File: config.mk
export PLATFORM = sky130hd
export DESIGN_NAME = igs_top
export DESIGN_NICKNAME = d
export VERILOG_FILES = /design/src/common/igs_pkg.sv /design/src/common/igs_stage_if.sv /design/src/design/igs_stage_ctrl.sv /design/src/design/igs_sc_filter.sv /design/src/design/igs_top.sv
export SDC_FILE = /design/constraint.sdc
export NUM_CORES = 1
export LEC_CHECK = 0
export BUFFER_PORTS_ARGS = -buffer_cell sky130_fd_sc_hd__buf_2
export CAP_MARGIN = 5
export CORE_ASPECT_RATIO = 0.6
export CORE_MARGIN = 2
export CORE_UTILIZATION = 40
export DETAILED_ROUTE_END_ITERATION = 12
export GPL_TIMING_DRIVEN = 1
export PLACE_DENSITY = 0.72
export REMOVE_ABC_BUFFERS = 1
export SLEW_MARGIN = 20
export SYNTH_ARGS = -nofsm -noshare
export SYNTH_HDL_FRONTEND = slang
export SYNTH_SLANG_ARGS = --single-unit
File: constraint.sdc
create_clock -name clk -period 1.8 [get_ports clk]
set_clock_uncertainty 0.1 [all_clocks]
set_input_delay 0 -clock clk [delete_from_list [all_inputs] [get_ports clk]]
set_output_delay 0 -clock clk [all_outputs]
set_load 0.05 [all_outputs]
File: src/common/igs_pkg.sv
package igs_pkg;
    // register bus geometry
    localparam int ADDR_W = 8;
    localparam int DATA_W = 16;

    // register offsets
    localparam logic [ADDR_W-1:0] ADDR_PWR      = 8'h19;
    localparam logic [ADDR_W-1:0] ADDR_LCTL     = 8'h25;
    localparam logic [ADDR_W-1:0] ADDR_RCTL     = 8'h26;
    localparam logic [ADDR_W-1:0] ADDR_DETACH   = 8'hcc;
    localparam logic [ADDR_W-1:0] ADDR_KEY      = 8'hfd;
    localparam logic [ADDR_W-1:0] ADDR_SC_CFG   = 8'he0;
    localparam logic [ADDR_W-1:0] ADDR_IRQ_STAT = 8'he1;
    localparam logic [ADDR_W-1:0] ADDR_IRQ_MASK = 8'he2;

    // field positions
    localparam int PWR_LEFT_BIT  = 5;
    localparam int PWR_RIGHT_BIT = 4;
    localparam int CTL_ONLY_BIT  = 4;
    localparam int CTL_SEL_LSB   = 0;
    localparam int SEL_W         = 4;
    localparam int SC_ENA_BIT    = 0;
    localparam int SC_POL_BIT    = 1;
    localparam int SC_THR_LSB    = 2;
    localparam int SC_THR_W      = 2;
    localparam int SC_STATE_BIT  = 4;
    localparam int IRQ_SC_BIT    = 0;
    localparam int IRQ_W         = 1;
    localparam int DETACH_BIT    = 6;

    // reset values and keys
    localparam logic [SEL_W-1:0]    SEL_RESET    = 4'h8;
    localparam logic [DATA_W-1:0]   KEY_OPEN     = 16'h0001;
    localparam logic [DATA_W-1:0]   WORD_ZERO    = 16'h0000;
    localparam logic [SC_THR_W-1:0] THR_RESET    = 2'h0;
    localparam logic [IRQ_W-1:0]    IRQ_ZERO     = 1'h0;

    // timing
    localparam int CLK_PERIOD_NS  = 4;
    localparam int MEAS_PERIOD_NS = 1000;
    localparam int MEAS_CYCLES    = MEAS_PERIOD_NS / CLK_PERIOD_NS;
    localparam int FILT_COUNT     = 10;

    // debounced state of the short-circuit comparator
    typedef enum logic {
        IGS_SC_OPEN  = 1'b0,
        IGS_SC_SHORT = 1'b1
    } igs_sc_state_type;
endpackage : igs_pkg

File: src/common/igs_stage_if.sv
`timescale 1ns/1ns
`default_nettype none
interface igs_stage_if;
    import igs_pkg::*;
    logic             combined_en;
    logic             stage_only_en;
    logic [SEL_W-1:0] pin_sel;
    logic             stage_pwr;
    logic             mixer_pwr;
    logic [SEL_W-1:0] pin_conn;

    modport ctrl (output combined_en, output stage_only_en, output pin_sel,
                  input stage_pwr, input mixer_pwr, input pin_conn);
    modport stage (input combined_en, input stage_only_en, input pin_sel,
                   output stage_pwr, output mixer_pwr, output pin_conn);
endinterface : igs_stage_if
`default_nettype wire

File: src/design/igs_stage_ctrl.sv
`timescale 1ns/1ns
`default_nettype none
module igs_stage_ctrl
    import igs_pkg::*;
(
    input wire logic clk,
    input wire logic arst_n,
    igs_stage_if.stage st
);
    // power controls: the combined enable covers stage and mixer
    always_ff @(posedge clk or negedge arst_n) begin
        if (!arst_n) begin
            st.mixer_pwr <= 1'b0;
            st.stage_pwr <= 1'b0;
        end else begin
            st.mixer_pwr <= st.combined_en;
            st.stage_pwr <= st.combined_en | st.stage_only_en;
        end
    end

    // pin switches follow their select bits one by one
    always_ff @(posedge clk or negedge arst_n) begin
        if (!arst_n) begin
            st.pin_conn <= SEL_RESET;
        end else begin
            st.pin_conn <= st.pin_sel;
        end
    end

    property p_mixer;
        @(posedge clk) disable iff (!arst_n)
        st.combined_en |=> st.mixer_pwr && st.stage_pwr;
    endproperty
    a_mixer: assert property (p_mixer) else $error("combined enable left stage off");

    property p_stage_off;
        @(posedge clk) disable iff (!arst_n)
        !st.combined_en && !st.stage_only_en |=> !st.stage_pwr && !st.mixer_pwr;
    endproperty
    a_stage_off: assert property (p_stage_off) else $error("stage powered with no enable");

    property p_only;
        @(posedge clk) disable iff (!arst_n)
        st.stage_only_en && !st.combined_en |=> st.stage_pwr && !st.mixer_pwr;
    endproperty
    a_only: assert property (p_only) else $error("stage-only enable misbehaves");

    property p_mute;
        @(posedge clk) disable iff (!arst_n)
        (st.pin_sel == '0)[*2] |=> st.pin_conn == '0;
    endproperty
    a_mute: assert property (p_mute) else $error("pin still connected with no select");

    property p_sel;
        @(posedge clk) disable iff (!arst_n)
        1'b1 |=> st.pin_conn == $past(st.pin_sel);
    endproperty
    a_sel: assert property (p_sel) else $error("pin connection differs from select");
endmodule : igs_stage_ctrl
`default_nettype wire

File: src/design/igs_sc_filter.sv
`timescale 1ns/1ns
`default_nettype none
module igs_sc_filter
    import igs_pkg::*;
#(
    parameter int COUNT = FILT_COUNT
) (
    input  wire logic clk,
    input  wire logic arst_n,
    input  wire logic enable,
    input  wire logic tick,
    input  wire logic level,
    output var  logic press,
    output var  logic release_ev,
    output var  logic shorted
);
    localparam int CNT_W = $clog2(COUNT + 1);
    localparam logic [CNT_W-1:0] CNT_LAST = CNT_W'(COUNT - 1);

    igs_sc_state_type state_q;
    logic [CNT_W-1:0] cnt_q;

    // a new level must hold for COUNT measurements in a row before it counts;
    // one agreeing sample restarts the run, which rejects short current spikes
    always_ff @(posedge clk or negedge arst_n) begin
        if (!arst_n) begin
            state_q    <= IGS_SC_OPEN;
            cnt_q      <= '0;
            press      <= 1'b0;
            release_ev <= 1'b0;
        end else begin
            press      <= 1'b0;
            release_ev <= 1'b0;
            if (!enable) begin
                state_q <= IGS_SC_OPEN; // silent: disabling raises no event
                cnt_q   <= '0;
            end else if (tick) begin
                if (level == state_q) begin
                    cnt_q <= '0;
                end else if (cnt_q == CNT_LAST) begin
                    cnt_q <= '0;
                    unique case (state_q)
                        IGS_SC_OPEN: begin
                            state_q <= IGS_SC_SHORT;
                            press   <= 1'b1;
                        end
                        IGS_SC_SHORT: begin
                            state_q    <= IGS_SC_OPEN;
                            release_ev <= 1'b1;
                        end
                    endcase
                end else begin
                    cnt_q <= cnt_q + CNT_W'(1);
                end
            end
        end
    end

    assign shorted = (state_q == IGS_SC_SHORT);

    property p_filt_cnt;
        @(posedge clk) disable iff (!arst_n)
        press || release_ev |-> $past(cnt_q) == CNT_LAST && $past(tick);
    endproperty
    a_filt_cnt: assert property (p_filt_cnt) else $error("event before full run");

    property p_filt_lvl;
        @(posedge clk) disable iff (!arst_n)
        press |-> $past(level) && !$past(shorted);
    endproperty
    a_filt_lvl: assert property (p_filt_lvl) else $error("press without short level");
endmodule : igs_sc_filter
`default_nettype wire

File: src/design/igs_top.sv
// Local design decision: the strobed register port.
`timescale 1ns/1ns
`default_nettype none
// What this block does
// - left combined bit powers left stage, mixer
// - right combined bit powers right stage, mixer
// - left stage on if either enable set
// - right stage on if either enable set
// - four left bits connect left pins
// - four right bits connect right pins
// - no selects disconnects all pins
// - short event after ten consecutive measurements
// - polarity picks press or release event
module igs_top
    import igs_pkg::*;
#(
    parameter int MEAS_CNT = MEAS_CYCLES
) (
    input  wire logic                clk,
    input  wire logic                arst_n,
    input  wire logic [ADDR_W-1:0]   addr,
    input  wire logic [DATA_W-1:0]   wdata,
    input  wire logic                wr,
    input  wire logic                rd,
    output var  logic [DATA_W-1:0]   rdata,
    input  wire logic                short_circuit_raw,
    output var  logic                irq,
    output wire logic                left_stage_power,
    output wire logic                left_mixer_power,
    output wire logic [SEL_W-1:0]    left_pin_connect,
    output wire logic                right_stage_power,
    output wire logic                right_mixer_power,
    output wire logic [SEL_W-1:0]    right_pin_connect,
    output var  logic                pin4_reference_detach,
    output var  logic [SC_THR_W-1:0] short_circuit_threshold
);
    localparam int DIV_W = $clog2(MEAS_CNT + 1);
    localparam logic [DIV_W-1:0] DIV_LAST = DIV_W'(MEAS_CNT - 1);

    // software-visible state
    logic                left_stage_mixer_enable_q;
    logic                right_stage_mixer_enable_q;
    logic                left_stage_only_enable_q;
    logic                right_stage_only_enable_q;
    logic [SEL_W-1:0]    left_sel_q;
    logic [SEL_W-1:0]    right_sel_q;
    logic [DATA_W-1:0]   key_q;
    logic [DATA_W-1:0]   detach_q;
    logic                sc_enable_q;
    logic                short_circuit_irq_polarity_q;
    logic [SC_THR_W-1:0] thr_q;
    logic [IRQ_W-1:0]    status_q;
    logic [IRQ_W-1:0]    status_d;
    logic [IRQ_W-1:0]    mask_q;
    logic [IRQ_W-1:0]    mask_d;
    logic [IRQ_W-1:0]    clr_vec;
    logic [IRQ_W-1:0]    set_vec;

    // detection path
    logic             sync1_q;
    logic             sync2_q;
    logic [DIV_W-1:0] div_q;
    logic             tick_q;
    logic             sc_press;
    logic             sc_release;
    logic             sc_shorted;

    igs_stage_if left_if ();
    igs_stage_if right_if ();

    // true when a strobe targets the given offset
    function automatic logic hit(input logic strobe, input logic [ADDR_W-1:0] a,
                                 input logic [ADDR_W-1:0] target);
        hit = strobe && (a == target);
    endfunction : hit

    // enable and selection registers; only documented bits are stored
    always_ff @(posedge clk or negedge arst_n) begin
        if (!arst_n) begin
            left_stage_mixer_enable_q  <= 1'b0;
            right_stage_mixer_enable_q <= 1'b0;
            left_stage_only_enable_q   <= 1'b0;
            right_stage_only_enable_q  <= 1'b0;
            left_sel_q                 <= SEL_RESET;
            right_sel_q                <= SEL_RESET;
        end else begin
            if (hit(wr, addr, ADDR_PWR)) begin
                left_stage_mixer_enable_q  <= wdata[PWR_LEFT_BIT];
                right_stage_mixer_enable_q <= wdata[PWR_RIGHT_BIT];
            end
            if (hit(wr, addr, ADDR_LCTL)) begin
                left_stage_only_enable_q <= wdata[CTL_ONLY_BIT];
                left_sel_q               <= wdata[CTL_SEL_LSB +: SEL_W];
            end
            if (hit(wr, addr, ADDR_RCTL)) begin
                right_stage_only_enable_q <= wdata[CTL_ONLY_BIT];
                right_sel_q               <= wdata[CTL_SEL_LSB +: SEL_W];
            end
        end
    end

    // the detach word only takes a write while the access key is open
    always_ff @(posedge clk or negedge arst_n) begin
        if (!arst_n) begin
            key_q                 <= WORD_ZERO;
            detach_q              <= WORD_ZERO;
            pin4_reference_detach <= 1'b0;
        end else begin
            if (hit(wr, addr, ADDR_KEY)) begin
                key_q <= wdata;
            end
            if (hit(wr, addr, ADDR_DETACH) && key_q == KEY_OPEN) begin
                detach_q              <= wdata;
                pin4_reference_detach <= wdata[DETACH_BIT];
            end
        end
    end

    // short-circuit detection configuration
    always_ff @(posedge clk or negedge arst_n) begin
        if (!arst_n) begin
            sc_enable_q                  <= 1'b0;
            short_circuit_irq_polarity_q <= 1'b0;
            thr_q                        <= THR_RESET;
            short_circuit_threshold      <= THR_RESET;
            mask_q                       <= IRQ_ZERO;
        end else begin
            if (hit(wr, addr, ADDR_SC_CFG)) begin
                sc_enable_q                  <= wdata[SC_ENA_BIT];
                short_circuit_irq_polarity_q <= wdata[SC_POL_BIT];
                thr_q                        <= wdata[SC_THR_LSB +: SC_THR_W];
                short_circuit_threshold      <= wdata[SC_THR_LSB +: SC_THR_W];
            end
            mask_q <= mask_d;
        end
    end

    assign mask_d = hit(wr, addr, ADDR_IRQ_MASK) ? wdata[IRQ_W-1:0] : mask_q;

    // hand the settings to the two stage controllers
    assign left_if.combined_en    = left_stage_mixer_enable_q;
    assign left_if.stage_only_en  = left_stage_only_enable_q;
    assign left_if.pin_sel        = left_sel_q;
    assign right_if.combined_en   = right_stage_mixer_enable_q;
    assign right_if.stage_only_en = right_stage_only_enable_q;
    assign right_if.pin_sel       = right_sel_q;

    igs_stage_ctrl u_left (
        .clk    (clk),
        .arst_n (arst_n),
        .st     (left_if.stage)
    );

    igs_stage_ctrl u_right (
        .clk    (clk),
        .arst_n (arst_n),
        .st     (right_if.stage)
    );

    assign left_stage_power  = left_if.stage_pwr;
    assign left_mixer_power  = left_if.mixer_pwr;
    assign left_pin_connect  = left_if.pin_conn;
    assign right_stage_power = right_if.stage_pwr;
    assign right_mixer_power = right_if.mixer_pwr;
    assign right_pin_connect = right_if.pin_conn;

    // comparator output is asynchronous to clk: two flops before use
    always_ff @(posedge clk or negedge arst_n) begin
        if (!arst_n) begin
            sync1_q <= 1'b0;
            sync2_q <= 1'b0;
        end else begin
            sync1_q <= short_circuit_raw;
            sync2_q <= sync1_q;
        end
    end

    // measurement rate divider; held idle while detection is off to save power
    always_ff @(posedge clk or negedge arst_n) begin
        if (!arst_n) begin
            div_q  <= '0;
            tick_q <= 1'b0;
        end else begin
            tick_q <= 1'b0;
            if (!sc_enable_q || div_q == DIV_LAST) begin
                div_q  <= '0;
                tick_q <= sc_enable_q;
            end else begin
                div_q <= div_q + DIV_W'(1);
            end
        end
    end

    igs_sc_filter #(
        .COUNT (FILT_COUNT)
    ) u_filter (
        .clk        (clk),
        .arst_n     (arst_n),
        .enable     (sc_enable_q),
        .tick       (tick_q),
        .level      (sync2_q),
        .press      (sc_press),
        .release_ev (sc_release),
        .shorted    (sc_shorted)
    );

    // polarity chooses which edge of the hook switch is reported
    always_comb begin
        set_vec = IRQ_ZERO;
        set_vec[IRQ_SC_BIT] = short_circuit_irq_polarity_q ? sc_release : sc_press;
        clr_vec = hit(wr, addr, ADDR_IRQ_STAT) ? wdata[IRQ_W-1:0] : IRQ_ZERO;
        status_d = (status_q & ~clr_vec) | set_vec; // set beats a same-cycle clear
    end

    // sticky status and level interrupt, both registered
    always_ff @(posedge clk or negedge arst_n) begin
        if (!arst_n) begin
            status_q <= IRQ_ZERO;
            irq      <= 1'b0;
        end else begin
            status_q <= status_d;
            irq      <= |(status_d & mask_d);
        end
    end

    // read port: data one cycle after the strobe, zero elsewhere
    always_ff @(posedge clk or negedge arst_n) begin
        if (!arst_n) begin
            rdata <= WORD_ZERO;
        end else begin
            rdata <= WORD_ZERO;
            if (rd) begin
                unique case (addr)
                    ADDR_PWR: begin
                        rdata[PWR_LEFT_BIT]  <= left_stage_mixer_enable_q;
                        rdata[PWR_RIGHT_BIT] <= right_stage_mixer_enable_q;
                    end
                    ADDR_LCTL: begin
                        rdata[CTL_ONLY_BIT]            <= left_stage_only_enable_q;
                        rdata[CTL_SEL_LSB +: SEL_W]    <= left_sel_q;
                    end
                    ADDR_RCTL: begin
                        rdata[CTL_ONLY_BIT]            <= right_stage_only_enable_q;
                        rdata[CTL_SEL_LSB +: SEL_W]    <= right_sel_q;
                    end
                    ADDR_KEY:    rdata <= key_q;
                    ADDR_DETACH: rdata <= detach_q;
                    ADDR_SC_CFG: begin
                        rdata[SC_ENA_BIT]               <= sc_enable_q;
                        rdata[SC_POL_BIT]               <= short_circuit_irq_polarity_q;
                        rdata[SC_THR_LSB +: SC_THR_W]   <= thr_q;
                        rdata[SC_STATE_BIT]             <= sc_shorted;
                    end
                    ADDR_IRQ_STAT: rdata[IRQ_W-1:0] <= status_q;
                    ADDR_IRQ_MASK: rdata[IRQ_W-1:0] <= mask_q;
                    default:       rdata <= WORD_ZERO;
                endcase
            end
        end
    end

    property p_press_irq;
        @(posedge clk) disable iff (!arst_n)
        sc_press && !short_circuit_irq_polarity_q |=> status_q[IRQ_SC_BIT];
    endproperty
    a_press_irq: assert property (p_press_irq) else $error("press did not set status");

    property p_release_irq;
        @(posedge clk) disable iff (!arst_n)
        $rose(status_q[IRQ_SC_BIT]) |->
            $past(short_circuit_irq_polarity_q) ? $past(sc_release) : $past(sc_press);
    endproperty
    a_release_irq: assert property (p_release_irq) else $error("status set by wrong edge");

    property p_pwr_read;
        @(posedge clk) disable iff (!arst_n)
        rd && addr == ADDR_PWR |=> rdata[PWR_RIGHT_BIT-1:0] == '0
            && rdata[DATA_W-1:PWR_LEFT_BIT+1] == '0;
    endproperty
    a_pwr_read: assert property (p_pwr_read) else $error("undescribed bit reads one");

    property p_pwr_write;
        @(posedge clk) disable iff (!arst_n)
        wr && addr == ADDR_PWR ##2 rd && addr == ADDR_PWR && !$past(wr, 1)
            |=> rdata[PWR_LEFT_BIT] == $past(wdata[PWR_LEFT_BIT], 3);
    endproperty
    a_pwr_write: assert property (p_pwr_write) else $error("left enable not stored");

    property p_rd_idle;
        @(posedge clk) disable iff (!arst_n)
        !rd |=> rdata == WORD_ZERO;
    endproperty
    a_rd_idle: assert property (p_rd_idle) else $error("read data outside read cycle");

    property p_irq_level;
        @(posedge clk) disable iff (!arst_n)
        1'b1 |-> irq == |(status_q & mask_q);
    endproperty
    a_irq_level: assert property (p_irq_level) else $error("irq differs from status");

    // the detach word must not move while the access key is closed
    property p_detach_lock;
        @(posedge clk) disable iff (!arst_n)
        key_q != KEY_OPEN |=> $stable(detach_q);
    endproperty
    a_detach_lock: assert property (p_detach_lock) else $error("detach written while locked");
endmodule : igs_top
`default_nettype wire

* Word level (Yosys, flattened, before mapping)
Cells that the tools add are included.
** Word-level totals
- Output and inout port bits :: 32
- Input port bits :: 29
- Bits in registers :: 98
- Logic and storage cells :: 96
** Cells by class
- Equal/unequal tests :: 15
- Muxes and demuxes :: 30
- Reductions and logical operators :: 12
- Bitwise operators :: 7
- $add $sub $neg :: 2
** Operators by type and width (number)
- $eq A8 B8 Y1 const B :: 6
- $pmux W10 S2 :: 1
- $mux W1 :: 18
- $eq A16 B1 Y1 const B :: 1
- $eq A8 B6 Y1 const B :: 2
- $mux W16 :: 1
- $mux W4 :: 4
- $pmux W3 S5 :: 1
- $logic_and A1 B1 Y1 :: 9
- $add A8 B1 Y8 const B :: 1
- $eq A8 B5 Y1 const B :: 1
- $mux W8 :: 1
- $pmux W1 S7 :: 1
- $pmux W1 S6 :: 1
- $add A4 B1 Y4 const B :: 1
- $eq A4 B4 Y1 const B :: 1
- $ne A2 B1 Y1 const B :: 2
- $or A1 B1 Y1 :: 3
- $pmux W1 S3 :: 1
- $reduce_and A3 Y1 :: 1
- $and A1 B1 Y1 :: 2
- $ne A2 B2 Y1 const B :: 1
- $not A1 Y1 :: 2
- $pmux W1 S2 :: 1
- 3 further kinds :: 3

* Longest topological paths before layout
- Word-level depth :: 7
- Mapped depth :: 6
- Depth with buffers taken out :: 6

* Hierarchy
Synthesis repeated with hierarchy kept, for this count alone.
** Unflattened totals
- Cell total of the unflattened synthesis :: 307
- Area total of the unflattened synthesis :: 4157.7 µm²
** By module, submodules not included
- igs_top :: area an instance 3462.1 µm², times used 1, sequential area each 1954.4 µm², cells each 257
- igs_sc_filter :: area an instance 380.4 µm², times used 1, sequential area each 175.2 µm², cells each 36
- igs_stage_ctrl :: area an instance 157.7 µm², times used 2, sequential area each 151.4 µm², cells each 7

* Least setup slack after synthesis
No wires, ideal clock.
- Kind :: reg2reg
- Start :: reg key_q[7]
- End :: reg detach_q[10]
- Period minus slack after synthesis :: 1.884 ns
- Cell stages (with the launch flop) :: 6
- Setup time :: 0.125 ns
- Path buffers :: 1
- Arrival :: 1.658 ns
- Data required time :: 1.575 ns
- Path slack :: -0.084 ns
- Cell sequence :: dfrtp_1 > nor4_1 > nand2_1 > nor4_4 > buf_8 > mux2_4
** Between the ends
- Cells in the longest elaborated chain, start to end :: 2
** RTL lines
- start: declaration :: RTL line igs_top.sv:47 : logic [DATA_W-1:0] key_q;
- start signal: assignment :: RTL line igs_top.sv:110 : key_q <= wdata;
- $eq A16 B1 Y1 :: RTL line igs_top.sv:112 : if (hit(wr, addr, ADDR_DETACH) && key_q == KEY_OPEN) begin
- $logic_and A1 B1 Y1 :: RTL line igs_top.sv:112
- end signal: assignment :: RTL line igs_top.sv:113 : detach_q <= wdata;
- end: declaration :: RTL line igs_top.sv:48 : logic [DATA_W-1:0] detach_q;
No other way between the ends.
A chain may end at the register's enable or synchronous reset.

* Worst setup path in the final report
- Start :: reg key_q[2]
- End :: reg detach_q[4]
Same word-level chain as after synthesis.

==> impl_metrics.json <==
{
  "ys_ff_latch": 97,
  "timing.rr.end": "detach_q[4]$_DFFE_PN0P_",
  "port_buffers": 60,
  "num-nets-final": 453,
  "hpwl_microns": 6870,
  "cp_max_fo": 5,
  "fin_crit_ps": 1820,
  "cts_max_level": 3,
  "grt_max_degree": 41,
  "cts_max_path_buffers": 2,
  "worst-setup-path-type": "register to register",
  "synthesis.yosys.warnings": 0,
  "io_pins": 61,
  "placed_cell_area_sq_um": 4800,
  "grt_pass1_wl_microns": 15200,
  "drt_iter0_markers": 262,
  "crit_path_end_kind": "register",
  "syn_avg_cell_area_sq_um": 13.6,
  "violations": "negative setup slack",
  "synth_top_area_frac": 0.563,
  "finalCritPeriodShare": 1.01,
  "sw_frac_of_total": 0.235,
  "p_leak_nw": 2.63,
  "wl_per_cell_microns": 16.5,
  "syn_area_sq_um": 4130,
  "fin_cells": 560,
  "antenna_cells": 0,
  "reg2reg_depth": 5,
  "worst_pin_slew_ps": 858,
  "route.detailed.drc": 0,
  "clock_latency_ps": 340,
  "fmax_ghz": 0.548,
  "internal_power_mw": 3.52,
  "ys_async_sr_fraction": 1.00,
  "via_per_inst": 5.24,
  "synth_seq_area_share": 0.589,
  "grt_setup_unrepaired": "yes",
  "via_count": 2934,
  "root_buffer": "clkbuf_16",
  "cts_buffers": 9,
  "p_clk_frac": 0.420,
  "wirelength_microns": 9250,
  "drv_cap": 0,
  "synth_cell_type_count": 57,
  "sequentialPowerShare": 0.495,
  "utilization": 0.536,
  "slew_headroom": 0.427,
  "final_antenna_net_count": 0,
  "synth_edf_count": 0,
  "synthCells": 304,
  "p_per_area_nw_per_um2": 862,
  "status": "complete, but fails checks",
  "numClockSinks": 97,
  "p_comb_frac": 0.085,
  "dp.cells": 522,
  "drv_slew": 0,
  "die_x_microns": 135,
  "fillers": 851,
  "final_area_sq_um": 5340,
  "synth_area_leaders": "dfrtp_1 (56%), mux2_2 (10%), mux2_4 (3.6%), a22oi_1 (2.7%), dfstp_2 (2.5%)",
  "overflow": 0,
  "initial_core_util": 0.415,
  "worstSetupStartpointType": "register",
  "hold_viol_final": 0,
  "area_growth_pct": 29.2,
  "grtUsageTotal": 0.184,
  "finalSetupViolCount": 9,
  "fin_ws_ps": -24.4,
  "grt_pass1_vias": 2909,
  "regToRegSetupSlack_ps": -20,
  "worstPathRequired_ps": 1930,
  "cp.arrival_ps": 1950,
  "synth_top_area_cell": "dfrtp_1",
  "die_y_microns": 82.7,
  "gp_congestion": 0.858,
  "cts_tree": "built",
  "num_rows": 28,
  "whs_ps": 11.1,
  "first_pass_iters": 4,
  "antenna_found_initial": 0,
  "pre_cts_ws_ps": -34.2,
  "core_sq_um": 9950,
  "fin_tns_setup_ps": -116,
  "clk_pin_slew_ps": 70,
  "power_switching_mw": 1.08,
  "die_area_sq_um": 11200,
  "drive_gt1_frac": 0.419,
  "synth-main-ff-cell": "dfrtp_1",
  "worstHoldPathType": "input pin to asynchronous set/reset pin",
  "irDropWorstVdd_v": 0.000467,
  "reg2reg_from": "key_q[2]$_DFFE_PN0P_",
  "fin_total_pwr_mw": 4.60
}
## logic make-up (layout without fill, tap and decap cells)
group           Yosys count  count (layout)  share of synthesized area
flops                    97              97                      0.589
simple gates             85              85                      0.133
mux                      51              51                      0.147
compound gates           48              48                     0.0893
buf+inv                  13             134                     0.0170
xor+xnor                  6               6                     0.0127
fa+ha+maj                 4               4                     0.0121
## final cells by class
class,instances,area (sq um),share of cell area
clock buffer,10,239,0.0448
clock inverter,6,65.1,0.0122
inverter,5,18.8,0.00352
multi-input combinational,194,1650,0.309
sequential,97,2430,0.456
tap,135,169,0.0316
timing repair buffer,113,764,0.143
## synth_stat cells, types with 4 or more instances
| master | count |
|---|---|
| nor3_1 | 5 |
| a22oi_1 | 15 |
| nor2b_1 | 12 |
| nand3_1 | 6 |
| clkbuf_1 | 4 |
| nor2_1 | 15 |
| dfrtp_1 | 93 |
| dfstp_2 | 4 |
| mux2_4 | 10 |
| a22o_1 | 8 |
| nand2_1 | 12 |
| or2_2 | 4 |
| xor2_1 | 4 |
| inv_1 | 5 |
| mux2_2 | 37 |
| ha_1 | 4 |
## registers in the layout, indices dropped and copies added (netlist names), 2 cells and up
signal,count
detach_q,16
u_right.st.pin_conn,4
key_q,16
right_if.pin_sel,4
rdata,16
thr_q,2
u_left.st.pin_conn,4
u_filter.cnt_q,4
div_q,8
left_if.pin_sel,4
## power groups by stage
stage	logic [mW]	registers (mW)	clock network (mW)
after floorplan	0.100	2.37	0
after global routing	0.429	2.28	2.09
final	0.393	2.28	1.93
after global placement	0.349	2.31	0
after CTS	0.391	2.28	1.98
after detailed placement	0.354	2.32	0
## critical path, cell delays in order, from the launching register on
cell and delay [ps]:
dfrtp_1 380, nor4_1 270, nand2_1 120, nor4_4 280, buf_4 210, mux2_2 340
## worst max path at each step
stage	startpoint	end	cells after the start
5_1_grt	key_q[10]$_DFFE_PN0P_	detach_q[2]$_DFFE_PN0P_	5
3_3_place_gp	key_q[7]$_DFFE_PN0P_	detach_q[5]$_DFFE_PN0P_	5
4_1_cts	key_q[10]$_DFFE_PN0P_	detach_q[4]$_DFFE_PN0P_	5
3_5_place_dp	key_q[10]$_DFFE_PN0P_	detach_q[14]$_DFFE_PN0P_	5
6_report	key_q[2]$_DFFE_PN0P_	detach_q[4]$_DFFE_PN0P_	5
2_1_floorplan	key_q[7]$_DFFE_PN0P_	detach_q[0]$_DFFE_PN0P_	4
## metal layers
layer  routed length, microns  track usage
met5                        0            0
met2                     3880        0.266
met3                      711       0.0647
met4                      104       0.0583
met1                     4550        0.258
## cells in the final DEF, fill, tap and decap left out, drive strengths merged, types with 3 or more instances in the layout
master / synthesis / routed
xor2: 4 / 4
a222oi: 3 / 3
dfstp: 4 / 4
a21o: 3 / 3
nand3: 7 / 7
dlygate4sd3: 0 / 19
inv: 5 / 7
nand2: 13 / 13
nor4: 4 / 4
or2: 4 / 4
ha: 4 / 4
nor3: 8 / 8
a22oi: 15 / 15
or3: 3 / 3
clkbuf: 4 / 10
nor3b: 3 / 3
a22o: 8 / 8
o21ai: 3 / 3
buf: 4 / 94
mux2: 49 / 49
a21oi: 3 / 3
nor2: 16 / 16
nor2b: 12 / 12
dfrtp: 93 / 93
## timing repair
item                                    in CTS  in global routing
setup buffers                                1                  2
hold endpoints to repair                   156                  0
endpoints found under the setup margin      16                 16
gates resized for setup                      4                  1
pin swaps                                    2                  2
hold buffers                                19                  0
(Power assumes the default switching activity.)
